==> config.mk <==
export PLATFORM = sky130hd
export DESIGN_NAME = low_voltage_supervisor
export DESIGN_NICKNAME = d
export VERILOG_FILES = /design/src/design/supply_monitor_pkg.sv /design/src/design/low_voltage_supervisor.sv
export SDC_FILE = /design/constraint.sdc
export NUM_CORES = 1
export LEC_CHECK = 0
export BUFFER_PORTS_ARGS = -buffer_cell sky130_fd_sc_hd__buf_4
export CAP_MARGIN = 20
export CORE_UTILIZATION = 47
export CTS_BUF_LIST = sky130_fd_sc_hd__clkbuf_8
export DETAILED_ROUTE_END_ITERATION = 7
export PLACE_DENSITY_LB_ADDON = 0.2
export SYNTH_ARGS = -nofsm -noshare
export SYNTH_HDL_FRONTEND = slang
export SYNTH_SLANG_ARGS = --single-unit
==> constraint.sdc <==
create_clock -name clk -period 2.2 [get_ports clk]
set_clock_uncertainty 0.15 [all_clocks]
set_input_delay 0.55 -clock clk [delete_from_list [all_inputs] [get_ports clk]]
set_output_delay 0.55 -clock clk [all_outputs]
set_load 0.02 [all_outputs]
==> src/design/supply_monitor_pkg.sv <==
// constants of the supply monitor: register map, field layout, reset values
package supply_monitor_pkg;

  // ------------------------------------------------------------------
  // register indices (byte address is four times the index)
  // ------------------------------------------------------------------
  localparam int unsigned STATUS_INDEX     = 32'h0000fe0f;
  localparam int unsigned CONFIG_INDEX     = 32'h0000fe10;
  localparam int unsigned EVENT_INDEX      = 32'h0000fe11;
  localparam int unsigned EVENT_CLR_INDEX  = 32'h0000fe12;
  localparam int unsigned EVENT_EN_INDEX   = 32'h0000fe13;
  localparam int unsigned BYTES_PER_REG    = 32'h00000004;
  localparam int unsigned ADDR_WIDTH_DEF   = 32'h00000012;

  // ------------------------------------------------------------------
  // status register fields
  // ------------------------------------------------------------------
  localparam int unsigned STAT_LOW_BIT     = 7;
  localparam int unsigned STAT_IE_BIT      = 6;
  localparam int unsigned STAT_IF_BIT      = 5;
  localparam int unsigned STAT_ACK_BIT     = 4;
  localparam logic [7:0]  STATUS_RESET     = 8'h00;

  // ------------------------------------------------------------------
  // configuration register fields
  // ------------------------------------------------------------------
  localparam int unsigned CFG_PWRD_BIT     = 0;
  localparam int unsigned CFG_RSTD_BIT     = 1;
  localparam int unsigned CFG_STOP_BIT     = 2;
  localparam int unsigned CFG_SEL_LSB      = 4;
  localparam int unsigned CFG_PIN_BIT      = 7;
  localparam logic        PWRD_RESET       = 1'b1;
  localparam logic        RSTD_RESET       = 1'b0;
  localparam logic        STOP_RESET       = 1'b0;
  localparam logic [1:0]  SEL_RESET        = 2'h0;

  // ------------------------------------------------------------------
  // event bits of the interrupt status, clear and enable registers
  // ------------------------------------------------------------------
  localparam int unsigned EVT_TOGGLE_BIT   = 0;
  localparam int unsigned EVT_RESET_BIT    = 1;
  localparam int unsigned EVT_COUNT        = 2;
  localparam logic [1:0]  EVT_RESET_VALUE  = 2'h0;

  // ------------------------------------------------------------------
  // bus answers
  // ------------------------------------------------------------------
  localparam logic [1:0]  RESP_OKAY        = 2'h0;
  localparam logic [1:0]  RESP_SLVERR      = 2'h2;

endpackage

==> src/design/low_voltage_supervisor.sv <==
// low-voltage supervisor: comparator sync, status, interrupt flag, reset request, AXI4-Lite registers
//
// Operation
// - out of reset monitoring is off
// - monitor only while power disable is zero
// - request reset on low supply if enabled
// - trip select picks 3.3V or 5V levels
// - status bit follows comparator with hysteresis
// - flag sets on every status bit change
// - cpu interrupt when flag and enable set
// - ack one clears flag, reads zero
// - flag read-only, cleared by reset
// - interrupt enable read-write, reset clears it
// - reset wins over irq, clears enable
// - hold reset until supply above rising level
// - drive external reset pin low while requesting
// - status register layout at fe0f
// - stays active in wait mode
// - active in stop only with stop enable or with wait mode also set
`timescale 1ns/1ns

module low_voltage_supervisor
  import supply_monitor_pkg::*;
#(
  parameter int unsigned ADDR_WIDTH = ADDR_WIDTH_DEF
)
(
  input  wire logic                  clk,
  input  wire logic                  resetn,
  // axi4-lite slave
  input  wire logic [ADDR_WIDTH-1:0] s_axi_awaddr,
  input  wire logic [2:0]            s_axi_awprot,
  input  wire logic                  s_axi_awvalid,
  output      logic                  s_axi_awready,
  input  wire logic [31:0]           s_axi_wdata,
  input  wire logic [3:0]            s_axi_wstrb,
  input  wire logic                  s_axi_wvalid,
  output      logic                  s_axi_wready,
  output      logic [1:0]            s_axi_bresp,
  output      logic                  s_axi_bvalid,
  input  wire logic                  s_axi_bready,
  input  wire logic [ADDR_WIDTH-1:0] s_axi_araddr,
  input  wire logic [2:0]            s_axi_arprot,
  input  wire logic                  s_axi_arvalid,
  output      logic                  s_axi_arready,
  output      logic [31:0]           s_axi_rdata,
  output      logic [1:0]            s_axi_rresp,
  output      logic                  s_axi_rvalid,
  input  wire logic                  s_axi_rready,
  // analog comparator
  input  wire logic                  supply_below_async,
  output      logic                  comparator_enable,
  output      logic [1:0]            trip_level_select,
  // power modes of the processor
  input  wire logic                  wait_mode,
  input  wire logic                  stop_mode,
  // system side
  output      logic                  reset_request,
  output      logic                  cpu_irq,
  output      logic                  event_irq,
  // open-drain external reset pin
  input  wire logic                  reset_pin_in,
  output      logic                  reset_pin_out,
  output      logic                  reset_pin_oe_n
);

  // ------------------------------------------------------------------
  // addresses
  // ------------------------------------------------------------------
  localparam logic [ADDR_WIDTH-1:0] STATUS_ADDR    = ADDR_WIDTH'(STATUS_INDEX * BYTES_PER_REG);
  localparam logic [ADDR_WIDTH-1:0] CONFIG_ADDR    = ADDR_WIDTH'(CONFIG_INDEX * BYTES_PER_REG);
  localparam logic [ADDR_WIDTH-1:0] EVENT_ADDR     = ADDR_WIDTH'(EVENT_INDEX * BYTES_PER_REG);
  localparam logic [ADDR_WIDTH-1:0] EVENT_CLR_ADDR = ADDR_WIDTH'(EVENT_CLR_INDEX * BYTES_PER_REG);
  localparam logic [ADDR_WIDTH-1:0] EVENT_EN_ADDR  = ADDR_WIDTH'(EVENT_EN_INDEX * BYTES_PER_REG);

  // ------------------------------------------------------------------
  // declarations
  // ------------------------------------------------------------------
  logic                  comp_meta;
  logic                  comp_mid;
  logic                  comp_last;
  logic                  comp_stable;
  logic                  pin_meta;
  logic                  pin_mid;
  logic                  pin_last;
  logic                  pin_stable;

  logic                  power_disable;
  logic                  reset_disable;
  logic                  stop_enable;
  logic [1:0]            trip_select;

  logic                  supply_low_status;
  logic                  supply_irq_enable;
  logic                  supply_irq_flag;
  logic                  reset_hold;
  logic [EVT_COUNT-1:0]  event_status;
  logic [EVT_COUNT-1:0]  event_enable;

  logic [ADDR_WIDTH-1:0] aw_addr;
  logic                  aw_held;
  logic [31:0]           w_data;
  logic [3:0]            w_strb;
  logic                  w_held;

  // ------------------------------------------------------------------
  // comparator and pin synchronisers
  // ------------------------------------------------------------------
  always_ff @(posedge clk)
  begin
    if (!resetn)
    begin
      comp_meta <= 1'b0;
      comp_mid  <= 1'b0;
      comp_last <= 1'b0;
      pin_meta  <= 1'b1;
      pin_mid   <= 1'b1;
      pin_last  <= 1'b1;
    end
    else
    begin
      comp_meta <= supply_below_async;
      comp_mid  <= comp_meta;
      comp_last <= comp_mid;
      pin_meta  <= reset_pin_in;
      pin_mid   <= pin_meta;
      pin_last  <= pin_mid;
    end
  end

  // a change counts once the second and third stages agree
  wire comp_agree = comp_mid == comp_last;
  wire pin_agree  = pin_mid == pin_last;

  always_ff @(posedge clk)
  begin
    if (!resetn)
    begin
      comp_stable <= 1'b0;
      pin_stable  <= 1'b1;
    end
    else
    begin
      if (comp_agree)
        comp_stable <= comp_last;
      if (pin_agree)
        pin_stable <= pin_last;
    end
  end

  // ------------------------------------------------------------------
  // monitoring state
  // ------------------------------------------------------------------
  // wait mode keeps the monitor running, even in stop mode; otherwise stop mode only with stop enable
  wire monitor_on    = !power_disable;
  wire stop_blocked  = stop_mode && !stop_enable;
  wire monitor_run   = monitor_on && (wait_mode || !stop_blocked);
  wire reset_allowed = monitor_run && !reset_disable;

  // the comparator hysteresis gives the keep-previous band between levels
  wire next_low      = monitor_run ? comp_stable : supply_low_status;
  wire status_toggle = next_low != supply_low_status;
  wire reset_trigger = reset_allowed && next_low && !reset_hold;
  wire reset_release = reset_hold && !comp_stable;

  always_ff @(posedge clk)
  begin
    if (!resetn)
    begin
      supply_low_status <= STATUS_RESET[STAT_LOW_BIT];
      reset_hold        <= 1'b0;
    end
    else
    begin
      supply_low_status <= next_low;
      if (reset_trigger)
        reset_hold <= 1'b1;
      else if (reset_release)
        reset_hold <= 1'b0;
    end
  end

  assign comparator_enable = monitor_run;
  assign trip_level_select = trip_select;
  assign reset_request     = reset_hold;
  assign reset_pin_out     = 1'b0;
  assign reset_pin_oe_n    = !reset_hold;

  // ------------------------------------------------------------------
  // write decode
  // ------------------------------------------------------------------
  wire write_go      = aw_held && w_held && !s_axi_bvalid;
  wire lane0         = w_strb[0];
  wire hit_status_w  = aw_addr == STATUS_ADDR;
  wire hit_config_w  = aw_addr == CONFIG_ADDR;
  wire hit_event_w   = aw_addr == EVENT_ADDR;
  wire hit_clr_w     = aw_addr == EVENT_CLR_ADDR;
  wire hit_en_w      = aw_addr == EVENT_EN_ADDR;
  wire write_mapped  = hit_status_w || hit_config_w || hit_event_w || hit_clr_w || hit_en_w;
  wire status_write  = write_go && hit_status_w && lane0;
  wire config_write  = write_go && hit_config_w && lane0;
  wire clear_write   = write_go && hit_clr_w && lane0;
  wire enable_write  = write_go && hit_en_w && lane0;
  wire ack_write     = status_write && w_data[STAT_ACK_BIT];

  // ------------------------------------------------------------------
  // configuration register
  // ------------------------------------------------------------------
  always_ff @(posedge clk)
  begin
    if (!resetn)
    begin
      power_disable <= PWRD_RESET;
      reset_disable <= RSTD_RESET;
      stop_enable   <= STOP_RESET;
      trip_select   <= SEL_RESET;
    end
    else if (config_write)
    begin
      power_disable <= w_data[CFG_PWRD_BIT];
      reset_disable <= w_data[CFG_RSTD_BIT];
      stop_enable   <= w_data[CFG_STOP_BIT];
      trip_select   <= w_data[CFG_SEL_LSB+:2];
    end
  end

  // ------------------------------------------------------------------
  // interrupt flag and enable
  // ------------------------------------------------------------------
  always_ff @(posedge clk)
  begin
    if (!resetn)
    begin
      supply_irq_flag   <= STATUS_RESET[STAT_IF_BIT];
      supply_irq_enable <= STATUS_RESET[STAT_IE_BIT];
    end
    else
    begin
      // a toggle in the acknowledge cycle still sets the flag
      if (status_toggle)
        supply_irq_flag <= 1'b1;
      else if (ack_write)
        supply_irq_flag <= 1'b0;
      if (reset_trigger)
        supply_irq_enable <= 1'b0;
      else if (status_write)
        supply_irq_enable <= w_data[STAT_IE_BIT];
    end
  end

  // no cpu interrupt while a reset is being requested
  assign cpu_irq = supply_irq_flag && supply_irq_enable && !reset_hold;

  // ------------------------------------------------------------------
  // event status, clear and enable
  // ------------------------------------------------------------------
  wire [EVT_COUNT-1:0] event_set;
  assign event_set[EVT_TOGGLE_BIT] = status_toggle;
  assign event_set[EVT_RESET_BIT]  = reset_trigger;

  genvar gi;
  generate
    for (gi = 0; gi < EVT_COUNT; gi++)
    begin : g_event
      always_ff @(posedge clk)
      begin
        if (!resetn)
          event_status[gi] <= EVT_RESET_VALUE[gi];
        else if (event_set[gi])
          event_status[gi] <= 1'b1;
        else if (clear_write && w_data[gi])
          event_status[gi] <= 1'b0;
      end
    end
  endgenerate

  always_ff @(posedge clk)
  begin
    if (!resetn)
      event_enable <= EVT_RESET_VALUE;
    else if (enable_write)
      event_enable <= w_data[EVT_COUNT-1:0];
  end

  assign event_irq = |(event_status & event_enable);

  // ------------------------------------------------------------------
  // axi write channels
  // ------------------------------------------------------------------
  assign s_axi_awready = !aw_held && !s_axi_bvalid;
  assign s_axi_wready  = !w_held && !s_axi_bvalid;

  always_ff @(posedge clk)
  begin
    if (!resetn)
    begin
      aw_held      <= 1'b0;
      aw_addr      <= '0;
      w_held       <= 1'b0;
      w_data       <= '0;
      w_strb       <= '0;
      s_axi_bvalid <= 1'b0;
      s_axi_bresp  <= RESP_OKAY;
    end
    else
    begin
      if (s_axi_awvalid && s_axi_awready)
      begin
        aw_held <= 1'b1;
        aw_addr <= s_axi_awaddr;
      end
      if (s_axi_wvalid && s_axi_wready)
      begin
        w_held <= 1'b1;
        w_data <= s_axi_wdata;
        w_strb <= s_axi_wstrb;
      end
      if (write_go)
      begin
        aw_held      <= 1'b0;
        w_held       <= 1'b0;
        s_axi_bvalid <= 1'b1;
        s_axi_bresp  <= write_mapped ? RESP_OKAY : RESP_SLVERR;
      end
      else if (s_axi_bvalid && s_axi_bready)
        s_axi_bvalid <= 1'b0;
    end
  end

  // ------------------------------------------------------------------
  // read decode
  // ------------------------------------------------------------------
  wire hit_status_r = s_axi_araddr == STATUS_ADDR;
  wire hit_config_r = s_axi_araddr == CONFIG_ADDR;
  wire hit_event_r  = s_axi_araddr == EVENT_ADDR;
  wire hit_clr_r    = s_axi_araddr == EVENT_CLR_ADDR;
  wire hit_en_r     = s_axi_araddr == EVENT_EN_ADDR;
  wire read_mapped  = hit_status_r || hit_config_r || hit_event_r || hit_clr_r || hit_en_r;

  // acknowledge and low nibble read zero
  wire [7:0] status_value = {supply_low_status, supply_irq_enable, supply_irq_flag, 5'h00};

  wire [7:0] config_value = {pin_stable, 1'b0, trip_select, 1'b0, stop_enable, reset_disable, power_disable};

  wire [31:0] read_value = hit_status_r ? {24'h000000, status_value} :
                           hit_config_r ? {24'h000000, config_value} :
                           hit_event_r  ? {30'h00000000, event_status} :
                           hit_en_r     ? {30'h00000000, event_enable} :
                                          32'h00000000;

  // ------------------------------------------------------------------
  // axi read channels
  // ------------------------------------------------------------------
  assign s_axi_arready = !s_axi_rvalid;

  always_ff @(posedge clk)
  begin
    if (!resetn)
    begin
      s_axi_rvalid <= 1'b0;
      s_axi_rdata  <= '0;
      s_axi_rresp  <= RESP_OKAY;
    end
    else if (s_axi_arvalid && s_axi_arready)
    begin
      s_axi_rvalid <= 1'b1;
      s_axi_rdata  <= read_value;
      s_axi_rresp  <= read_mapped ? RESP_OKAY : RESP_SLVERR;
    end
    else if (s_axi_rvalid && s_axi_rready)
      s_axi_rvalid <= 1'b0;
  end

endmodule

==> results.md <==
* Crit path from: stop_enable$_SDFFE_PN0P_
* CTS root buffer: clkbuf_8
* Max cap viols at 0
* Fin. Hold Viols at 0
* Final min period at 2.11 ns
* Cells resized by post-CTS repair at 0
* Post-cts hold buffer count at 0
* # setup viols final at 0
* Slowest CP cell: nor3b_1
* Post-synth top area cell: dfxtp_1
* Worst Hold Class: in2reg
* Crit Path Max Fanout at 4
* CTS tree: yes
* Hold slack at 0.235 ns
* Die Y-Extent at 76.8 microns
* Layout cell share with drive strength beyond 1 at 26.1%
* Initial antenna violation count at 0
* Routed vias at roughly 2300
* Synthesized area per cell at approximately 8.3 sq um
* Register-to-register setup slack at approximately 0.4 ns
* Critical Path AT at around 1.4 ns
* CP required at 1.50 ns
* Met3 Wirelength at 374 microns
* DIE AREA at 0.00590 sq mm
* Post-DP HPWL at around 4200 microns
* Hold path start: s_axi_rready
* DRT Wirelength at about 5700 microns
* Slew headroom at 64.2%
* Total negative slack at 0 ns
* Least-Margin Pin Slew at 0.536 ns
* Skew-Pair Late Insertion Delay at 0.34 ns
* P&R area growth vs syn at 28.6%
* Multi-input gate area at 0.00126 sq mm
* Maximum clock rate at 475 MHz
* Wire length on met1 at 2540 microns
* Via density at 4.99
* CP peak stage delay at 0.40 ns
* Netlist Area Pre-Place at 0.00263 sq mm
* Total CTS buffers at 9
* CP Cell Sequence: nor3b_1, nor2_1, buf_4
* Crit path capture: comparator_enable
* Leak at 1.42 nW
* First-pass GRT wire length at 9390 microns
* Max Buffers Root-to-Sink at 2
* Largest net degree at the start of global routing at 22
* GP Congestion at about 0.84
* Seq/Total Area, Yosys at 44.9%
* Starting Density at 50.2%
* Status: complete, no violations
* Post-Synthesis Cells at 317
* DR top layer: met4
* Worst vdd ir at about 0.46 mV
* Setup bufs post-CTS at 0
* DRC violations left at 0
* FF+latch area at 0.00118 sq mm
* Total gr overflow at 0
* WL/cell at 12.3 microns
* Synth Area in Compound Gates at between 10% and 20%
* Synth Area in XOR/XNOR at less than 1%
* Fraction of the mapped netlist area in adder cells at 0%
* Iter 0 DRT Violations at 85
* Synthesized flop and latch total at 59
* Pwr dens at between 700 and 800 mW/mm^2
* Vias in the first global route at 2051
* Critical R2R Launch: s_axi_bvalid$_SDFFE_PN0P_
* All-Layer GR Usage at roughly 20%
* H-tree depth at 3
* Top Ports at 138
* Layout Nets at 483
* DIE WIDTH at 76.8 microns
* Yosys top cell area share at about 45%
* Setup crit end kind: primary output
* TritonRoute pass-1 iters at 4
* Final core occ at 64.6%
* Synth Warn # at 0
* RSZ-0062 raised after global routing: no
* # diodes at 0
* Crit share post-route at 95.8%
* Row Count at 26
* Mux contribution to synthesized area at 3.04%
* Number of fill cells at 468
* Synth top area cells: dfxtp_1 45%, a21oi_1 8.0%, buf_4 8.0%, nand2_1 7.0%, mux2i_1 3.0%
* Post-Synth Simple-Gate Area at 25.7%
* Reg2reg path depth at 5
* CTS clk-pin slew, worst paths at 0.07 ns
* Core area at 0.00524 sq mm
* Main combinational cell family by area after synthesis: simple AND/OR/NAND/NOR gates
* Worst r2r dst: supply_irq_enable$_SDFFE_PP0P_
* Clock Sinks at 59
* Final Max Tran Viols at 0
* PortBufs at 74
* Netlist cell types at 39
* Critical path class: reg2out
* ANT nets after route at 0
* Met2 wire length at between 2000 and 3000 microns
* Startpoint Class: register
==> registers in the layout, summed over array words and instances (netlist names), 2 cells and up <==
name / count
aw_addr: 18
s_axi_rdata: 7
w_data: 6
event_enable: 2
event_status: 2
trip_level_select: 2
==> cells by family after synthesis <==
family | count (synthesis)
xor+xnor | 1
flops | 59
compound gates | 71
buf+inv | 49
mux | 8
other cells | 1
simple gates | 128
==> how the worst min path moves through the flow <==
stage,to,slack (ns),depth (start not counted)
after floorplan,pin_mid$_SDFF_PN1_,0.24,1
after global placement,pin_mid$_SDFF_PN1_,0.25,1
after detailed placement,pin_mid$_SDFF_PN1_,0.25,1
after CTS,s_axi_rvalid$_SDFFE_PN0P_,0.24,2
after global routing,s_axi_rvalid$_SDFFE_PN0P_,0.24,2
final,s_axi_rvalid$_SDFFE_PN0P_,0.24,2
==> power breakdown <==
| group | switching, mW | leakage (nW) | internal, mW |
|---|---|---|---|
| registers | 0.0317 | 0.482 | 1.11 |
| logic | 0.171 | 0.850 | 0.136 |
| clock network | 0.443 | 0.0905 | 0.550 |
| total | 0.645 | 1.42 | 1.80 |
==> layout by cell type (no fill, tap or decap), drive strengths merged, types with 2 or more instances in the layout <==
| master | netlist | routed |
|---|---|---|
| a211oi | 2 | 2 |
| a21oi | 42 | 42 |
| a31oi | 2 | 2 |
| and2 | 4 | 4 |
| and3 | 3 | 3 |
| and4 | 3 | 3 |
| and4b | 2 | 2 |
| buf | 32 | 82 |
| clkbuf | 11 | 10 |
| clkinvlp | 0 | 4 |
| conb | 1 | 28 |
| dfxtp | 59 | 59 |
| inv | 6 | 6 |
| mux2i | 8 | 8 |
| nand2 | 49 | 49 |
| nand2b | 6 | 6 |
| nand3 | 13 | 13 |
| nand4 | 10 | 10 |
| nand4b | 2 | 2 |
| nor2 | 20 | 20 |
| nor2b | 4 | 4 |
| nor3b | 4 | 4 |
| o21ai | 16 | 16 |
| o31ai | 2 | 2 |
| o41ai | 3 | 3 |
| or4 | 3 | 3 |
==> final cells by class <==
cell class              count  share of cell area (%)
repair buffers             82                    18.6
clock inverters             6                    1.92
multi-input cells         236                    37.3
flip-flops and latches     59                    34.9
clock buffers              10                    4.07
inverters                   6                   0.665
well taps                  70                    2.59
==> layer usage <==
metal | track usage, % | up-vias
met5 | 0 | -
met4 | 9.81 | 0
met3 | 5.36 | 9
met2 | 33.4 | 80
met1 | 24.4 | 1052
li1 | - | 1200
==> worst max-delay path, delay by kind of cell (launching register included) <==
kind                   cells  cell delay (ns)
buffers and inverters      1             0.19
DFF                        1             0.34
and+or+nand+nor            2             0.55
==> through the flow <==
step	power, mW	cells	area, sq um	setup slack [ns]
CTS	2.45	469	3380	0.0916
floorplan	1.38	344	2730	0.174
global route	2.55	469	3380	0.0224
finish	2.45	469	3380	0.0933
detailed placement	1.48	453	3180	0.0630
global placement	1.47	453	3180	0.0639
==> Yosys cell counts (all sizes together) <==
| master | instances |
|---|---|
| o31ai | 2 |
| a21oi | 42 |
| nor2b | 4 |
| conb | 1 |
| nor2 | 20 |
| o21a | 1 |
| a22o | 1 |
| nand3 | 13 |
| a211oi | 2 |
| nand4b | 2 |
| dfxtp | 59 |
| nor4 | 1 |
| inv | 6 |
| nand2 | 49 |
| nor3b | 4 |
| nor3 | 1 |
| and4b | 2 |
| buf | 32 |
| nand4 | 10 |
| and4 | 3 |
| and4bb | 1 |
| and2 | 4 |
| and3b | 1 |
| mux2i | 8 |
| nand2b | 6 |
| clkbuf | 11 |
| a311o | 1 |
| a31oi | 2 |
| or4 | 3 |
| a21boi | 1 |
| or2 | 1 |
| xor2 | 1 |
| and3 | 3 |
| o41ai | 3 |
| o21ai | 16 |
Note: power is estimated with default switching activity, not from simulation.
